File: config.mk
export PLATFORM = sky130hd
export DESIGN_NAME = hsdo_regs
export DESIGN_NICKNAME = d
export VERILOG_FILES = /design/src/design/hsdo_pkg.sv /design/src/design/hsdo_select.sv /design/src/design/hsdo_regs.sv
export VERILOG_INCLUDE_DIRS = /design/src /design/src/design
export SDC_FILE = /design/constraint.sdc
export NUM_CORES = 1
export LEC_CHECK = 0
export BUFFER_PORTS_ARGS = -buffer_cell sky130_fd_sc_hd__buf_4
export CORE_MARGIN = 4
export CORE_UTILIZATION = 60
export CTS_BUF_LIST = sky130_fd_sc_hd__clkbuf_8
export DETAILED_ROUTE_END_ITERATION = 8
export PLACE_DENSITY = 0.83
export SLEW_MARGIN = 20
export SYNTH_ARGS = -nofsm -noshare
export SYNTH_HDL_FRONTEND = slang
export SYNTH_HIERARCHICAL = 1
export SYNTH_SLANG_ARGS = --single-unit
File: constraint.sdc
create_clock -name hclk -period 2.3 [get_ports hclk]
set_input_delay 0.115 -clock hclk [delete_from_list [all_inputs] [get_ports hclk]]
set_output_delay 0.115 -clock hclk [all_outputs]
set_load 0.1 [all_outputs]
File: src/design/hsdo_cfg.svh
// offsets, reset values, field positions and key for the offset calibration bank
`ifndef HSDO_CFG_SVH
`define HSDO_CFG_SVH

// ----------------------------------------------------------------------
// register byte addresses
// ----------------------------------------------------------------------
`define HSDO_ADDR_FRONT_END_CTRL 32'h0000_2000
`define HSDO_ADDR_HS_CONV_CTRL   32'h0000_2010
`define HSDO_ADDR_CAL_KEY        32'h0000_2230
`define HSDO_ADDR_OFFSET_ATTEN   32'h0000_22B8
`define HSDO_ADDR_OFFSET_DIRECT  32'h0000_22BC

// ----------------------------------------------------------------------
// reset values
// ----------------------------------------------------------------------
`define HSDO_RST_FRONT_END_CTRL  32'h0000_0000
`define HSDO_RST_HS_CONV_CTRL    32'h0000_0000
`define HSDO_RST_CAL_KEY         32'hDE87_A5A0
`define HSDO_RST_OFFSET          12'h000

// ----------------------------------------------------------------------
// key and field positions
// ----------------------------------------------------------------------
`define HSDO_UNLOCK_KEY          32'hDE87_A5AF
`define HSDO_TIA_EN_BIT          11
`define HSDO_ATTEN_BIT           0
`define HSDO_CODE_MSB            11
`define HSDO_CODE_MAX_POS        12'h7FF
`define HSDO_CODE_MAX_NEG        12'h800
`define HSDO_CODE_MINUS_HALF     12'hFFF

`endif

File: src/design/hsdo_pkg.sv
// types shared by the offset calibration bank
package hsdo_pkg;

	// ------------------------------------------------------------------
	// correction code and bus state
	// ------------------------------------------------------------------
	typedef logic [11:0] hsdo_code_t;

	typedef enum logic [2:0] {
		ST_IDLE = 3'b001,
		ST_WR   = 3'b010,
		ST_RD   = 3'b100
	} hsdo_state_e;

endpackage

File: src/design/hsdo_select.sv
// picks the offset code that applies to the converter path
`timescale 1ns/10ps
`include "hsdo_cfg.svh"

module hsdo_select (
	input  wire hsdo_pkg::hsdo_code_t code_atten,
	input  wire hsdo_pkg::hsdo_code_t code_direct,
	input  wire logic                 atten_on,
	output hsdo_pkg::hsdo_code_t      code_applied,
	output logic                      code_negative,
	output logic                      code_zero
);

	// ------------------------------------------------------------------
	// path selection
	// ------------------------------------------------------------------
	// attenuator on picks the attenuated code, else the direct one
	always_comb begin
		code_applied = atten_on ? code_atten : code_direct; // RULE7
	end

	// twos complement, half lsb weight: msb gives the sign
	always_comb begin
		code_negative = code_applied[`HSDO_CODE_MSB]; // RULE3
		code_zero     = (code_applied == `HSDO_RST_OFFSET); // RULE3
	end

endmodule

File: src/design/hsdo_regs.sv
// ahb-lite register bank for high speed converter offset calibration
`timescale 1ns/10ps
`include "hsdo_cfg.svh"

// Functional notes
// RULE1: attenuated-path offset register, 12-bit code, resets zero
// RULE2: direct-path offset register, 12-bit code, resets zero
// RULE3: code is twos complement, half-lsb weight
// RULE4: offset writes need unlocked calibration key
// RULE5: amplifier off after reset, on via bit 11
// RULE6: only exact key value unlocks
// RULE7: control bit 0 selects attenuated offset
// RULE8: offset bits 31 to 12 read zero
module hsdo_regs (
	input  wire logic        hclk,
	input  wire logic        hresetn,
	input  wire logic        hsel,
	input  wire logic [31:0] haddr,
	input  wire logic [1:0]  htrans,
	input  wire logic        hwrite,
	input  wire logic [2:0]  hsize,
	input  wire logic [31:0] hwdata,
	input  wire logic        hready,
	output logic      [31:0] hrdata,
	output logic             hreadyout,
	output logic             hresp,
	output logic             tia_enable,
	output logic      [11:0] offset_applied,
	output logic             offset_negative,
	output logic             offset_zero,
	output logic             atten_active
);

	// ------------------------------------------------------------------
	// helpers
	// ------------------------------------------------------------------
	// word match on the aligned address
	function automatic logic addr_hit(input logic [31:0] a, input logic [31:0] off);
		addr_hit = (a[31:2] == off[31:2]);
	endfunction

	// read mux, unmapped words read as zero
	function automatic logic [31:0] read_word(
		input logic [31:0]          a,
		input logic [31:0]          fe,
		input logic [31:0]          hc,
		input logic [31:0]          key,
		input hsdo_pkg::hsdo_code_t oa,
		input hsdo_pkg::hsdo_code_t od
	);
		read_word = 32'h0000_0000;
		if (addr_hit(a, `HSDO_ADDR_FRONT_END_CTRL)) begin
			read_word = fe;
		end else if (addr_hit(a, `HSDO_ADDR_HS_CONV_CTRL)) begin
			read_word = hc;
		end else if (addr_hit(a, `HSDO_ADDR_CAL_KEY)) begin
			read_word = key;
		end else if (addr_hit(a, `HSDO_ADDR_OFFSET_ATTEN)) begin
			read_word = {20'h00000, oa}; // RULE8
		end else if (addr_hit(a, `HSDO_ADDR_OFFSET_DIRECT)) begin
			read_word = {20'h00000, od}; // RULE8
		end
	endfunction

	// ------------------------------------------------------------------
	// declarations
	// ------------------------------------------------------------------
	hsdo_pkg::hsdo_state_e state_r;
	hsdo_pkg::hsdo_state_e state_nxt;
	logic [31:0]           addr_r;
	logic [31:0]           addr_nxt;
	logic [31:0]           hrdata_r;
	logic [31:0]           hrdata_nxt;
	logic                  hreadyout_r;
	logic                  hreadyout_nxt;
	logic                  hresp_r;
	logic                  accept;

	logic [31:0]           fe_ctrl_r;
	logic [31:0]           fe_ctrl_nxt;
	logic [31:0]           conv_ctrl_r;
	logic [31:0]           conv_ctrl_nxt;
	logic [31:0]           cal_key_r;
	logic [31:0]           cal_key_nxt;
	hsdo_pkg::hsdo_code_t  off_atten_r;
	hsdo_pkg::hsdo_code_t  off_atten_nxt;
	hsdo_pkg::hsdo_code_t  off_direct_r;
	hsdo_pkg::hsdo_code_t  off_direct_nxt;
	logic                  unlocked;

	hsdo_pkg::hsdo_code_t  sel_code;
	logic                  sel_neg;
	logic                  sel_zero;
	logic                  tia_enable_r;
	hsdo_pkg::hsdo_code_t  applied_r;
	logic                  negative_r;
	logic                  zero_r;
	logic                  atten_r;

	// ------------------------------------------------------------------
	// bus slave
	// ------------------------------------------------------------------
	// address phase taken only while the bus is ready
	assign accept = hsel && hready && htrans[1];

	// writes finish with no wait, reads take one wait state so the
	// read sees any write that ended in the same address phase
	always_comb begin
		state_nxt     = hsdo_pkg::ST_IDLE;
		addr_nxt      = addr_r;
		hrdata_nxt    = hrdata_r;
		hreadyout_nxt = 1'b1;
		unique case (state_r)
			hsdo_pkg::ST_RD: begin
				hrdata_nxt = read_word(addr_r, fe_ctrl_r, conv_ctrl_r, cal_key_r,
					off_atten_r, off_direct_r);
			end
			hsdo_pkg::ST_IDLE, hsdo_pkg::ST_WR: begin
				if (accept) begin
					addr_nxt      = haddr;
					state_nxt     = hwrite ? hsdo_pkg::ST_WR : hsdo_pkg::ST_RD;
					hreadyout_nxt = hwrite;
				end
			end
		endcase
	end

	// bus state registers
	always_ff @(posedge hclk or negedge hresetn) begin
		if (!hresetn) begin
			state_r     <= hsdo_pkg::ST_IDLE;
			addr_r      <= 32'h0000_0000;
			hrdata_r    <= 32'h0000_0000;
			hreadyout_r <= 1'b1;
			hresp_r     <= 1'b0;
		end else begin
			state_r     <= state_nxt;
			addr_r      <= addr_nxt;
			hrdata_r    <= hrdata_nxt;
			hreadyout_r <= hreadyout_nxt;
			hresp_r     <= 1'b0;
		end
	end

	// ------------------------------------------------------------------
	// register file
	// ------------------------------------------------------------------
	// the lock is the stored key, so a read shows whether it is open
	assign unlocked = (cal_key_r == `HSDO_UNLOCK_KEY); // RULE6

	// write data taken in the data phase; locked offset writes dropped
	always_comb begin
		fe_ctrl_nxt    = fe_ctrl_r;
		conv_ctrl_nxt  = conv_ctrl_r;
		cal_key_nxt    = cal_key_r;
		off_atten_nxt  = off_atten_r;
		off_direct_nxt = off_direct_r;
		if (state_r == hsdo_pkg::ST_WR) begin
			if (addr_hit(addr_r, `HSDO_ADDR_FRONT_END_CTRL)) begin
				fe_ctrl_nxt = hwdata;
			end
			if (addr_hit(addr_r, `HSDO_ADDR_HS_CONV_CTRL)) begin
				conv_ctrl_nxt = hwdata;
			end
			if (addr_hit(addr_r, `HSDO_ADDR_CAL_KEY)) begin
				cal_key_nxt = hwdata; // RULE6
			end
			if (addr_hit(addr_r, `HSDO_ADDR_OFFSET_ATTEN) && unlocked) begin // RULE4
				off_atten_nxt = hwdata[`HSDO_CODE_MSB:0]; // RULE1 RULE8
			end
			if (addr_hit(addr_r, `HSDO_ADDR_OFFSET_DIRECT) && unlocked) begin // RULE4
				off_direct_nxt = hwdata[`HSDO_CODE_MSB:0]; // RULE2 RULE8
			end
		end
	end

	// register file flops, offsets come up at zero correction
	always_ff @(posedge hclk or negedge hresetn) begin
		if (!hresetn) begin
			fe_ctrl_r    <= `HSDO_RST_FRONT_END_CTRL; // RULE5
			conv_ctrl_r  <= `HSDO_RST_HS_CONV_CTRL;
			cal_key_r    <= `HSDO_RST_CAL_KEY;
			off_atten_r  <= `HSDO_RST_OFFSET; // RULE1
			off_direct_r <= `HSDO_RST_OFFSET; // RULE2
		end else begin
			fe_ctrl_r    <= fe_ctrl_nxt;
			conv_ctrl_r  <= conv_ctrl_nxt;
			cal_key_r    <= cal_key_nxt;
			off_atten_r  <= off_atten_nxt;
			off_direct_r <= off_direct_nxt;
		end
	end

	// ------------------------------------------------------------------
	// analog side controls
	// ------------------------------------------------------------------
	hsdo_select u_select (
		.code_atten    (off_atten_r),
		.code_direct   (off_direct_r),
		.atten_on      (conv_ctrl_r[`HSDO_ATTEN_BIT]),
		.code_applied  (sel_code),
		.code_negative (sel_neg),
		.code_zero     (sel_zero)
	);

	// one flop stage so every analog control leaves from a register;
	// costs a cycle of latency, harmless for static trims
	always_ff @(posedge hclk or negedge hresetn) begin
		if (!hresetn) begin
			tia_enable_r <= 1'b0; // RULE5
			applied_r    <= `HSDO_RST_OFFSET;
			negative_r   <= 1'b0;
			zero_r       <= 1'b1;
			atten_r      <= 1'b0;
		end else begin
			tia_enable_r <= fe_ctrl_r[`HSDO_TIA_EN_BIT]; // RULE5
			applied_r    <= sel_code; // RULE7
			negative_r   <= sel_neg; // RULE3
			zero_r       <= sel_zero; // RULE3
			atten_r      <= conv_ctrl_r[`HSDO_ATTEN_BIT];
		end
	end

	// output drive, all straight from flops
	assign hrdata          = hrdata_r;
	assign hreadyout       = hreadyout_r;
	assign hresp           = hresp_r;
	assign tia_enable      = tia_enable_r;
	assign offset_applied  = applied_r;
	assign offset_negative = negative_r;
	assign offset_zero     = zero_r;
	assign atten_active    = atten_r;
endmodule

; Word level (Yosys, flattened, before mapping)
; Cells that the tools add are included.
[word_totals]
elab_cells = 46
reg_bits = 204
output_inout_bits = 50
input_bits = 74
[classes]
n_mux = 11
reduce_logical = 12
n_eq_ne = 9
[ops]
columns = op, n
row1 = $eq 30x12->1 const B, 5
row2 = $mux 32, 3
row3 = $mux 12, 3
row4 = $eq 32x32->1 const B, 1
row5 = $logic_not 12->1, 1
row6 = $reduce_and 2->1, 6
row7 = $mux 3, 3
row8 = $logic_and 1x1->1, 4
row9 = $eq 3x1->1 const B, 1
row10 = $eq 3x2->1 const B, 1
row11 = $eq 3x3->1 const B, 1
row12 = $mux 1, 2
row13 = $reduce_or 2->1, 1

; Longest topological paths before layout
; Gate-level depths: netlist of run 1.
[depth]
depth_word = 6
depth_mapped = 7
ltp_nobuf = 5

; By module
; The synthesis of run 1 kept the hierarchy.
[by_module_without_submodules]
columns = mod, n_inst, seq_area_each_um2, area_each_um2, cells_per_inst
row1 = hsdo_regs, 1, 5078.6, 8700.8, 661
row2 = hsdo_select, 1, 0.0, 230.2, 27

; Worst setup path after synthesis of run 1
; OpenSTA, ideal clock, no wires.
[synth_timing]
path_type = reg-to-reg
startpoint = register addr_r[27]
endpoint = register off_direct_r[10]
arrival_time_ps = 1953
t_required_ps = 2175
period_less_slack_ps = 2078
path_buffers = 1
slack_ps = 222
setup_time_ps = 125
stages_incl_launch_ff = 7
cell_sequence = dfrtp_1 > nor4b_1 > nand2_1 > nor4_1 > and4_1 > buf_4 > mux2_2
[synth_via]
elab_chain_cells = 3
[synth_rtl]
columns = element, line_no
row1 = from (decl), hsdo_regs.sv:70  ; logic [31:0] addr_r;
row2 = from (signal assigned), hsdo_regs.sv:138  ; addr_r <= addr_nxt;
row3 = $eq 30x12->1, hsdo_regs.sv:39  ; addr_hit = (a[31:2] == off[31:2]);
row4 = $logic_and 1x1->1, hsdo_regs.sv:171  ; if (addr_hit(addr_r, `HSDO_ADDR_OFFSET_DIRECT) && unlocked) begin
row5 = $reduce_and 2->1 (no source line), -
row6 = to (signal assigned), hsdo_regs.sv:184  ; off_direct_r <= `HSDO_RST_OFFSET;
row7 = to (signal assigned), hsdo_regs.sv:190  ; off_direct_r <= off_direct_nxt;
row8 = to (decl), hsdo_regs.sv:87  ; hsdo_pkg::hsdo_code_t off_direct_r;
; No other way between the ends.
; A chain may end at the register's enable or synchronous reset.

; Worst setup path in the final report of run 1
[layout_timing]
startpoint = register addr_r[30]
endpoint = register off_direct_r[5]
; Same word-level chain as after synthesis.

==> run_results.csv, run 1 <==
group,metric,value,unit
route,post_drt_via_cell_ratio,5.938,
pwr,irDropWorstVdd,0.5301,mV
sta,time_the_worst_path_needs_with_i_o_delays_and_setup,2.234,ns
clock_network,cts_root_buf,"sky130_fd_sc_hd__clkbuf_8",
die,start_util,0.6145,
setup_path,required,2.70,ns
setup_path,timing.critical_path.from_type,"flip-flop",
sta,fmax,447.7,MHz
yosys,postSynthRegisterBits,202,
global_routing,grt_overflow,0,
die,core_region_area,14530,sq um
clock_network,clk_pin_slew,0.06,ns
yosys,synth_ff_type,"sky130_fd_sc_hd__dfrtp_1",
global_routing,total_routing_usage_gr,0.2756,
layout,post_route_cells_drive_above_1_share,0.3483,
layout,antenna_diode_count,0,
sta,worst_case_headroom_to_the_max_slew_limit,0.5728,
setup_path,cp_data_arrival_time,2.63,ns
sta,postLayoutSetupSlackWorst,0.06622,ns
placed_design,routabilityCongestion,0.8515,
yosys,synth_top_cells_by_count,"sky130_fd_sc_hd__dfrtp_1 (183), sky130_fd_sc_hd__mux2_2 (80), sky130_fd_sc_hd__mux2_1 (72)",
yosys,synthesis.yosys.warnings,6,
yosys,synth.most_common_cell,"sky130_fd_sc_hd__dfrtp_1",
placed_design,placed_cells_incl_taps,973,
route,drt_iter0_markers,528,
status,result_of_the_run,"finished, final reports clean",
route,antenna_violating_nets_post_route,0,
setup_path,worstPathMaxFanout,12,
yosys,post_synth_edffs,0,
global_routing,number_of_global_route_vias_before_repair,7038,
global_routing,pin_count_of_the_biggest_net_entering_global_routing,80,
sta,period_share,0.9712,
yosys,seq_area_frac_synth,0.5686,
sta,setup_viol,0,
route,wl_per_cell,20.84,um
yosys,synth_nets,762,
die,die_height,130.0,um
sta,skew,0.02439,ns
clock_network,clock_tree_from_tritoncts,"yes",
route,detailedRoute.firstPassIterationCount,5,
pwr,power_per_cell_area,675.3,nW/um^2
sta,final-max-slew-violation-count,0,
yosys,mappedNetlistArea,8931,sq um
die,dieArea,16900,sq um
job,cap_viol_max_count,0,
sta,worst_pin_slew,0.6408,ns
clock_network,clockBufferDepth,3,
global_routing,grt_antenna_before_repair,0,
route,total_wirelength,22920,um
route,num_vias,6532,
layout,net_total_in_the_final_layout,967,
clock_network,tritoncts.num_buffers,34,
layout,sequential_cell_area,5079,sq um
yosys,synth_area_per_cell,12.98,sq um
die,core.rowCount,44,
setup_path,cp-end-kind,"flip-flop",
clock_network,ctsHtreeMaxLevel,2,
die,boundaryPins,124,
yosys,yosys-top-cells-area,"sky130_fd_sc_hd__dfrtp_1 (51%), sky130_fd_sc_hd__mux2_2 (10%), sky130_fd_sc_hd__mux2_1 (9.1%)",
yosys,asyncSetResetFlopFracSynth,1.000,
placed_design,detailedPlacementHpwl,13990,um
setup_path,worst_setup_path_category,"flip-flop to flip-flop",
clock_network,cts.sinks,202,
layout,multiInputGateArea,3659,sq um
pwr,power_leakage,5.604,nW
global_routing,wire_length_of_the_first_global_routing_pass,36270,um
placed_design,portBuffers,116,
placed_design,pre_cts_slack,-0.07823,ns
yosys,synth.top_cell.area_share,0.5127,
sta,hold_violations,0,
layout,final.fill_count,831,
yosys,syn-instance-count,688,
clock_network,clk-insertion-delay-late,0.52,ns
yosys,synthDistinctLibCells,42,
yosys,synthDominantAreaCellType,"sky130_fd_sc_hd__dfrtp_1",
worst_hold_path,min_path_type,"input port to async pin",
route,drcViolationCount,0,
sta,timing.hold.ws,0.1992,ns
die,fp.dieW,130.0,um
layout,area_growth_synth_to_finish,28.28,%
layout,final_cells,1100,
[sequential cells by signal, summed over array words and instances, names as in the netlist]
| name | flops |
|---|---|
| cal_key_r | 32 |
| conv_ctrl_r | 32 |
| fe_ctrl_r | 32 |
| hrdata | 32 |
| addr_r | 30 |
| off_atten_r | 12 |
| off_direct_r | 12 |
| offset_applied | 12 |
| state_r | 3 |
| atten_active | 1 |
| hreadyout | 1 |
| offset_negative | 1 |
| offset_zero | 1 |
| tia_enable | 1 |
[worst paths after layout]
path	start	end	slack [ns]	cells past startpoint
setup / recovery	addr_r[30]	off_direct_r[5]	0.07	7
hold / removal	hresetn	hrdata[25]	0.20	2
setup reg to reg	addr_r[30]	off_direct_r[5]	0.07	7
hold reg to reg	fe_ctrl_r[11]	tia_enable	0.41	0
max in group asynchronous	hresetn	hrdata[7]	1.29	3
min in group hclk	hready	state_r[0]	0.25	5
[metal layers]
layer,up-vias,routed length [um],track usage
met1,3259,9142,0.3663
met3,63,1821,0.06181
met5,-,0,0
met4,0,704,0.1198
met2,295,11250,0.4407
li1,2915,-,-
[cell families (layout without fill, tap and decap cells)]
logic type,Yosys count,count (layout),synth area share
simple gates,152,152,0.09667
compound gates,122,122,0.09527
flops,202,202,0.5686
mux,162,162,0.2085
xor+xnor,1,1,0.0009808
buf+inv,48,276,0.02956
other cells,1,1,0.0004199
[power by group]
part | internal [mW] | switching (mW) | total (mW) | leakage (nW)
combinational | 0.467 | 0.547 | 1.01 | 2.56
clock | 1.54 | 1.35 | 2.89 | 0.377
sequential | 3.70 | 0.134 | 3.83 | 2.66
total | 5.70 | 2.04 | 7.74 | 5.60
[cell usage in the layout, fill, tap and decap left out, drive strengths merged, types with 19 or more instances in the layout]
master       netlist  final
a22o              20     20
o21ai             20     20
o31ai             32     32
inv                2     20
nand2             54     54
buf               19    149
a21oi             25     25
mux2             162    162
dlygate4sd3        0     64
clkbuf            27     41
nor2              23     23
dfrtp            183    183
dfstp             19     19
nand2b            34     34
[area by class of cell]
class / count / area share
Sequential cell: 202 / 0.4433
Multi-Input combinational cell: 438 / 0.3193
Timing Repair Buffer: 215 / 0.1626
Clock buffer: 39 / 0.04685
Tap cell: 184 / 0.02009
Clock inverter: 20 / 0.007208
Inverter: 2 / 0.0006552
[stage by stage]
stage / setup TNS (ns) / util / cell area (sq um) / power, mW
finish: 0 / 0.7883 / 11460 / 7.737
global route: -0.3247 / 0.7883 / 11460 / 8.067
CTS: 0 / 0.7822 / 11370 / 7.719
detailed placement: -0.8176 / 0.6937 / 10080 / 4.745
global placement: -1.394 / 0.6937 / 10080 / 4.700
floorplan: 0 / - / 8931 / 4.351
[what timing repair did]
| action | in CTS | in global routing |
|---|---|---|
| buffers inserted | 1 | 1 |
| gates cloned | 0 | 2 |
| endpoints found under the setup margin | 30 | 124 |
| resized for setup | 3 | 10 |
| pin swaps | 1 | 3 |
| hold buffers | 64 | 0 |
| hold endpoints to repair | 219 | 0 |
[critical path, cell delays in order (launching register included)]
cell and delay, ns:
sky130_fd_sc_hd__dfrtp_1 0.41, sky130_fd_sc_hd__nor4_4 0.36, sky130_fd_sc_hd__nand2_1 0.15, sky130_fd_sc_hd__nor4_4 0.34, sky130_fd_sc_hd__buf_4 0.17, sky130_fd_sc_hd__and4_4 0.22
sky130_fd_sc_hd__buf_12 0.14, sky130_fd_sc_hd__mux2_2 0.33
No activity file was read; power rests on OpenSTA's default activity.
==> run 2, diff against run 1 <==
--- a/config.mk
+++ b/config.mk
@@ -6,12 +6,13 @@
 export SDC_FILE = /design/constraint.sdc
 export NUM_CORES = 1
 export LEC_CHECK = 0
-export BUFFER_PORTS_ARGS = -buffer_cell sky130_fd_sc_hd__buf_4
+export ABC_AREA = 1
+export BUFFER_PORTS_ARGS = -buffer_cell sky130_fd_sc_hd__buf_2
 export CORE_MARGIN = 4
 export CORE_UTILIZATION = 60
 export CTS_BUF_LIST = sky130_fd_sc_hd__clkbuf_8
 export DETAILED_ROUTE_END_ITERATION = 8
-export PLACE_DENSITY = 0.83
+export PLACE_DENSITY = 0.82
 export SLEW_MARGIN = 20
 export SYNTH_ARGS = -nofsm -noshare
 export SYNTH_HDL_FRONTEND = slang
==> run 2 against run 1 <==
  * Sequential cell count did not move
  * Critical path depth rose by 2
  * Count of clock-buffer cells in the layout rose by 4
  * Sequential share of layout area fell by 0.43 points
  * Hold slack got worse by 0.063 ns
  * Global-route usage fell by 0.83 points
  * Clock power rose by 7.6%
  * Register-to-register slack improved by 0.17 ns
  * Total power fell by 4.5%
  * First-iteration DRC count rose by 14%
  * Highest routed layer unchanged
==> run_results.csv, run 2 <==
group,metric,value,unit
yosys,post_synth_edffs,0,
clock_network,cts_resized,0,
pwr,power_report.internal_total,5.603,mW
setup_path,cp_cell_sequence,"nor2_1, nand2_1, nor2_1, nand2_4, clkinv_4, nand2_2, inv_2, nand2_4, o21ai_0",
sta,worst_case_headroom_to_the_max_slew_limit,0.5823,
sta,setup_viol,0,
clock_network,ctsHtreeMaxLevel,2,
placed_design,placed_cells_incl_taps,1467,
pwr,netSwitchingPower,1.788,mW
clock_network,post_cts_setup_buffers,0,
global_routing,pin_count_of_the_biggest_net_entering_global_routing,67,
setup_path,worstPathMaxFanout,64,
layout,final_cells,1594,
sta,fmax,484.3,MHz
clock_network,ctsHoldBuffers,64,
yosys,asyncSetResetFlopFracSynth,1.000,
global_routing,grt_antenna_before_repair,0,
setup_path,cp_data_arrival_time,2.47,ns
route,met3_wirelength,1688,um
global_routing,number_of_global_route_vias_before_repair,8224,
die,start_util,0.6167,
yosys,synthesis.yosys.warnings,6,
layout,post_route_cells_drive_above_1_share,0.1844,
layout,area_growth_synth_to_finish,22.49,%
yosys,synthDistinctLibCells,36,
global_routing,wire_length_of_the_first_global_routing_pass,38830,um
pwr,power_frac_comb,0.072,
die,dieArea,17810,sq um
route,total_wirelength,23320,um
yosys,postSynthRegisterBits,202,
sta,final-max-slew-violation-count,0,
setup_path,worst_path_max_delay_cell,"sky130_fd_sc_hd__dfrtp_1",
route,met2WireLength,11360,um
die,boundaryPins,124,
yosys,synth_nets,1243,
route,antenna_violating_nets_post_route,0,
placed_design,routabilityCongestion,0.8413,
route,detailedRoute.firstPassIterationCount,5,
sta,worst_pin_slew,0.6260,ns
pwr,power_per_cell_area,638.8,nW/um^2
clock_network,clock_tree_from_tritoncts,"yes",
die,die_height,133.5,um
setup_path,worst_setup_path_category,"flip-flop to flip-flop",
yosys,synth.most_common_cell,"sky130_fd_sc_hd__nand2_1",
yosys,synthDominantAreaCellType,"sky130_fd_sc_hd__dfrtp_1",
pwr,clockPowerShare,0.421,
yosys,seq_area_frac_synth,0.5377,
clock_network,cts.sinks,202,
placed_design,detailedPlacementHpwl,14300,um
sta,setup_repair_after_global_routing_missed_its_margin,"false",
route,post_drt_via_cell_ratio,5.128,
yosys,yosys-top-cells-area,"sky130_fd_sc_hd__dfrtp_1 (48%), sky130_fd_sc_hd__nand2_1 (16%), sky130_fd_sc_hd__inv_1 (6.2%)",
job,cap_viol_max_count,0,
route,wl_per_cell,14.63,um
global_routing,grt_overflow,0,
placed_design,portBuffers,116,
pwr,power_leakage,6.542,nW
route,drt_iter0_markers,604,
sta,period_share,0.8977,
yosys,synth_ff_type,"sky130_fd_sc_hd__dfrtp_1",
sta,skew,0.02988,ns
die,core.rowCount,45,
yosys,mappedNetlistArea,9445,sq um
route,route.layer.met1.wl,9530,um
yosys,synth_area_per_cell,8.080,sq um
route,highest_layer,"met4",
setup_path,critical-path-max-stage-delay,0.40,ns
sta,hold_violations,0,
setup_path,cp-end-kind,"flip-flop",
pwr,irDropWorstVdd,0.6290,mV
clock_network,clk-insertion-delay-late,0.53,ns
worst_hold_path,min_path_type,"input port to async pin",
die,fp.dieW,133.5,um
layout,final_common_cell,"sky130_fd_sc_hd__nand2_1",
setup_path,required,2.70,ns
layout,net_total_in_the_final_layout,1431,
die,core_region_area,15310,sq um
yosys,syn-instance-count,1169,
clock_network,tritoncts.num_buffers,35,
yosys,synth.top_cell.area_share,0.4848,
pwr,power_frac_seq,0.507,
clock_network,clk_pin_slew,0.06,ns
route,drcViolationCount,0,
yosys,synth_top_cells_by_count,"sky130_fd_sc_hd__nand2_1 (401), sky130_fd_sc_hd__dfrtp_1 (183), sky130_fd_sc_hd__inv_1 (155)",
clock_network,clockBufferDepth,3,
status,result_of_the_run,"finished, final reports clean",
setup_path,timing.critical_path.from_type,"flip-flop",
sta,time_the_worst_path_needs_with_i_o_delays_and_setup,2.065,ns
layout,antenna_diode_count,0,
route,num_vias,8174,
layout,final_cell_mix,"sky130_fd_sc_hd__nand2_1 (401), sky130_fd_sc_hd__dfrtp_1 (183), sky130_fd_sc_hd__inv_1 (171)",
pwr,netSwitchingFraction,0.2419,
sta,fin_setup_tns,0,ns
global_routing,total_routing_usage_gr,0.2673,
clock_network,cts_root_buf,"sky130_fd_sc_hd__clkbuf_8",
-- run 2: cell types whose count changed after synthesis, sizes merged, moves of 26 or more --
cell	change
nand3	+69
o21ai	+96
inv	+156
mux2	-144
nor2	+60
o31ai	-32
nand2b	-34
buf	+26
nand2	+357
-- run 2: cells by family after synthesis --
kind of cell	after synthesis	share of synthesized area
AO/OA/AOI/OAI	140	0.07736
AND/OR/NAND/NOR	591	0.2640
multiplexers	18	0.02146
flip-flops	202	0.5377
other	1	0.0003970
buffers and inverters	216	0.09816
XOR/XNOR	1	0.0009274
-- run 2: metal layers --
metal  track usage  up-vias
li1              -     3992
met1        0.3444     3799
met2        0.4455      324
met3       0.05363       59
met4        0.1109        0
met5             0        -
-- run 2: power groups by stage --
stage | sequential (mW) | combinational, mW | clock (mW)
5_1_grt | 3.76 | 0.593 | 3.37
4_1_cts | 3.74 | 0.523 | 3.17
2_1_floorplan | 3.79 | 0.229 | 0
3_5_place_dp | 3.80 | 0.438 | 0
3_3_place_gp | 3.79 | 0.424 | 0
6_report | 3.75 | 0.531 | 3.11
-- run 2: worst paths after layout --
kind / start / to / slack (ns) / cells after the start
worst max register to register: addr_r[26] / cal_key_r[12] / 0.24 / 9
worst min-delay path: hresetn / offset_applied[4] / 0.14 / 2
max in group asynchronous: hresetn / cal_key_r[28] / 1.38 / 3
min in group hclk: hready / addr_r[8] / 0.18 / 5
worst min register to register: fe_ctrl_r[11] / tia_enable / 0.40 / 0
worst max-delay path: addr_r[26] / cal_key_r[12] / 0.24 / 9
-- run 2: through the flow --
stage          cell area, sq um  hold slack [ns]  power (mW)  utilization  worst slack, ns
6_report                  11570           0.1367       7.391       0.7555           0.2352
5_1_grt                   11570           0.1791       7.715       0.7555          0.05682
4_1_cts                   11570           0.1468       7.435       0.7555           0.2797
3_5_place_dp              10250           0.1261       4.241       0.6694           0.3208
3_3_place_gp              10250           0.1238       4.218       0.6694           0.3761
2_1_floorplan              9445          -0.1806       4.018            -           0.7185
-- run 2: worst max-delay path: cells and delay by family (launching register included) --
kind                   cells  cell delay (ns)
AND/OR/NAND/NOR            6             0.96
AO/OA/AOI/OAI              1             0.32
flip-flops                 1             0.40
buffers and inverters      2             0.25
-- run 2: cell type report --
type	instances	area, sq um
clock buffer	43	591.8
multi-input combinational	751	3445
timing repair buffer	208	1503
tap	211	264.0
inverter	159	601.8
sequential	202	5079
clock inverter	20	86.33
fill	1154	3745
==> run 3, diff against run 2 <==
--- a/config.mk
+++ b/config.mk
@@ -9,10 +9,10 @@
 export ABC_AREA = 1
 export BUFFER_PORTS_ARGS = -buffer_cell sky130_fd_sc_hd__buf_2
 export CORE_MARGIN = 4
-export CORE_UTILIZATION = 60
+export CORE_UTILIZATION = 65
 export CTS_BUF_LIST = sky130_fd_sc_hd__clkbuf_8
 export DETAILED_ROUTE_END_ITERATION = 8
-export PLACE_DENSITY = 0.82
+export PLACE_DENSITY = 0.88
 export SLEW_MARGIN = 20
 export SYNTH_ARGS = -nofsm -noshare
 export SYNTH_HDL_FRONTEND = slang
==> constraint.sdc (replaced) <==
create_clock -name hclk -period 2.6 [get_ports hclk]
set_input_delay 0.13 -clock hclk [delete_from_list [all_inputs] [get_ports hclk]]
set_output_delay 0.13 -clock hclk [all_outputs]
set_load 0.1 [all_outputs]
==> run 3 against run 2 <==
  * Cell area decreased by 1.2%
  * Largest cell class unchanged
  * Clock power shrank 14%
  * Worst setup slack lost 0.0051 ns
  * Non-clock buffer count is 5 lower
  * Sequential power shrank 12%
  * Critical endpoint is now off_direct_r[11]
  * Critical path type unchanged
  * Total power decreased by 13%
==> run_results.csv, run 3 (synthesis gave the netlist of run 2 again) <==
group,metric,value,unit
status,result_of_the_run,"finished, final reports clean",
clock_network,cts.sinks,202,
sta,final-max-slew-violation-count,0,
route,post_drt_via_cell_ratio,5.334,
sta,fin_setup_tns,0,ns
job,cap_viol_max_count,0,
placed_design,detailedPlacementHpwl,14420,um
layout,net_total_in_the_final_layout,1425,
global_routing,grt_antenna_before_repair,0,
route,total_wirelength,24680,um
sta,setup_repair_after_global_routing_missed_its_margin,"false",
sta,worst_pin_slew,0.6640,ns
clock_network,clock_tree_from_tritoncts,"yes",
worst_hold_path,min_path_type,"input port to flip-flop",
placed_design,postPlaceCellArea,10150,sq um
route,num_vias,8299,
global_routing,number_of_global_route_vias_before_repair,8421,
die,fp.dieW,128.5,um
clock_network,post_cts_setup_buffers,0,
pwr,irDropWorstVdd,0.5496,mV
worst_hold_path,worst_hold_path.endpoint,"addr_r[8]",
setup_path,rr_startpoint,"cal_key_r[21]",
route,drcViolationCount,0,
setup_path,required,3.00,ns
clock_network,clk_pin_slew,0.06,ns
placed_design,routabilityCongestion,0.8272,
clock_network,clk-insertion-delay-late,0.53,ns
layout,final_cell_mix,"sky130_fd_sc_hd__nand2_1 (401), sky130_fd_sc_hd__dfrtp_1 (183), sky130_fd_sc_hd__inv_1 (171)",
clock_network,tritoncts.num_buffers,34,
global_routing,grt_overflow,0,
layout,final_common_cell,"sky130_fd_sc_hd__nand2_1",
die,core.rowCount,43,
setup_path,worst_setup_path_category,"flip-flop to flip-flop",
route,antenna_violating_nets_post_route,0,
worst_hold_path,worstHoldStart,"hsel",
layout,area_growth_synth_to_finish,21.06,%
global_routing,total_routing_usage_gr,0.3102,
global_routing,wire_length_of_the_first_global_routing_pass,40970,um
placed_design,portBuffers,116,
route,drt_iter0_markers,741,
placed_design,placed_cells_incl_taps,1431,
clock_network,cts_root_buf,"sky130_fd_sc_hd__clkbuf_8",
die,core_region_area,14040,sq um
setup_path,worstRegToRegCells,7,
sta,setup_viol,0,
layout,layout.cell_area.non_filler,11430,sq um
pwr,p_total,6.449,mW
die,die_height,128.5,um
sta,worst_case_headroom_to_the_max_slew_limit,0.5574,
setup_path,worstPathMaxFanout,12,
sta,period_share,0.9115,
layout,antenna_diode_count,0,
sta,skew,0.02316,ns
pwr,power_leakage,6.466,nW
clock_network,clockBufferDepth,3,
sta,fmax,422.0,MHz
route,wl_per_cell,15.86,um
setup_path,cp-end-kind,"flip-flop",
layout,final_cells,1556,
sta,time_the_worst_path_needs_with_i_o_delays_and_setup,2.370,ns
setup_path,critical_path.reg2reg.endpoint,"off_direct_r[11]",
setup_path,timing.critical_path.from_type,"flip-flop",
route,detailedRoute.firstPassIterationCount,5,
die,start_util,0.6726,
setup_path,cp_data_arrival_time,2.77,ns
layout,post_route_cells_drive_above_1_share,0.1802,
clock_network,ctsHtreeMaxLevel,2,
worst_hold_path,hold-path-cell-count,5,
die,boundaryPins,124,
pwr,power_per_cell_area,564.0,nW/um^2
sta,hold_violations,0,
setup_path,internal_reg_to_reg_setup_slack,0.23,ns
die,dieArea,16520,sq um
global_routing,pin_count_of_the_biggest_net_entering_global_routing,67,
==> run 3: timing repair <==
item	CTS	global route
setup endpoints to repair	0	6
hold buffers	64	0
resized for setup	0	1
endpoints found under the hold margin	215	0
==> run 3: worst max-delay path by stage <==
stage | start | to | slack (ns) | depth (start not counted)
floorplan | state_r[0] | addr_r[30] | 1.02 | 4
global placement | addr_r[29] | cal_key_r[4] | 0.43 | 9
detailed placement | addr_r[27] | cal_key_r[19] | 0.35 | 10
CTS | addr_r[29] | cal_key_r[19] | 0.26 | 10
global route | addr_r[29] | hrdata[10] | 0.07 | 12
finish | cal_key_r[21] | off_direct_r[11] | 0.23 | 7
==> run 3: area by class of cell <==
cell class              instances  area [sq um]
clock buffers                  39         536.8
clock inverters                22         98.84
fillers                       880          2608
inverters                     159         601.8
multi-input cells             751          3453
flip-flops and latches        202          5079
well taps                     180         225.2
repair buffers                203          1440
==> run 3: where the power goes <==
part | switching (mW) | leakage [nW] | internal, mW
registers | 0.0621 | 2.06 | 3.25
logic | 0.271 | 4.03 | 0.206
clock network | 1.28 | 0.382 | 1.38
total | 1.61 | 6.47 | 4.84
==> run 3: critical path: stages, from the launching register on <==
cell and delay, ns:
sky130_fd_sc_hd__dfrtp_1 0.41, sky130_fd_sc_hd__or2_0 0.24, sky130_fd_sc_hd__nor4_1 0.47, sky130_fd_sc_hd__nand3_1 0.26, sky130_fd_sc_hd__nor2_4 0.28, sky130_fd_sc_hd__nand2_1 0.37, sky130_fd_sc_hd__nand2_1 0.17, sky130_fd_sc_hd__nand2_1 0.07
==> run 3: per-stage QoR <==
| step | utilization | worst slack, ns | hold WS (ns) |
|---|---|---|---|
| 6_report | 0.8143 | 0.2301 | 0.08168 |
| 5_1_grt | 0.8143 | 0.07280 | 0.1298 |
| 4_1_cts | 0.8137 | 0.2566 | 0.06040 |
| 3_5_place_dp | 0.7228 | 0.3488 | 0.1455 |
| 3_3_place_gp | 0.7228 | 0.4340 | 0.1472 |
| 2_1_floorplan | - | 1.019 | -0.1656 |
==> run 3: per-layer routing <==
metal | vias to the layer above | routed length (um) | GRT usage
met1 | 3876 | 9461 | 0.3839
met5 | - | 0 | 0
met2 | 351 | 12480 | 0.5345
li1 | 3983 | - | -
met3 | 89 | 1732 | 0.05729
met4 | 0 | 1008 | 0.1365
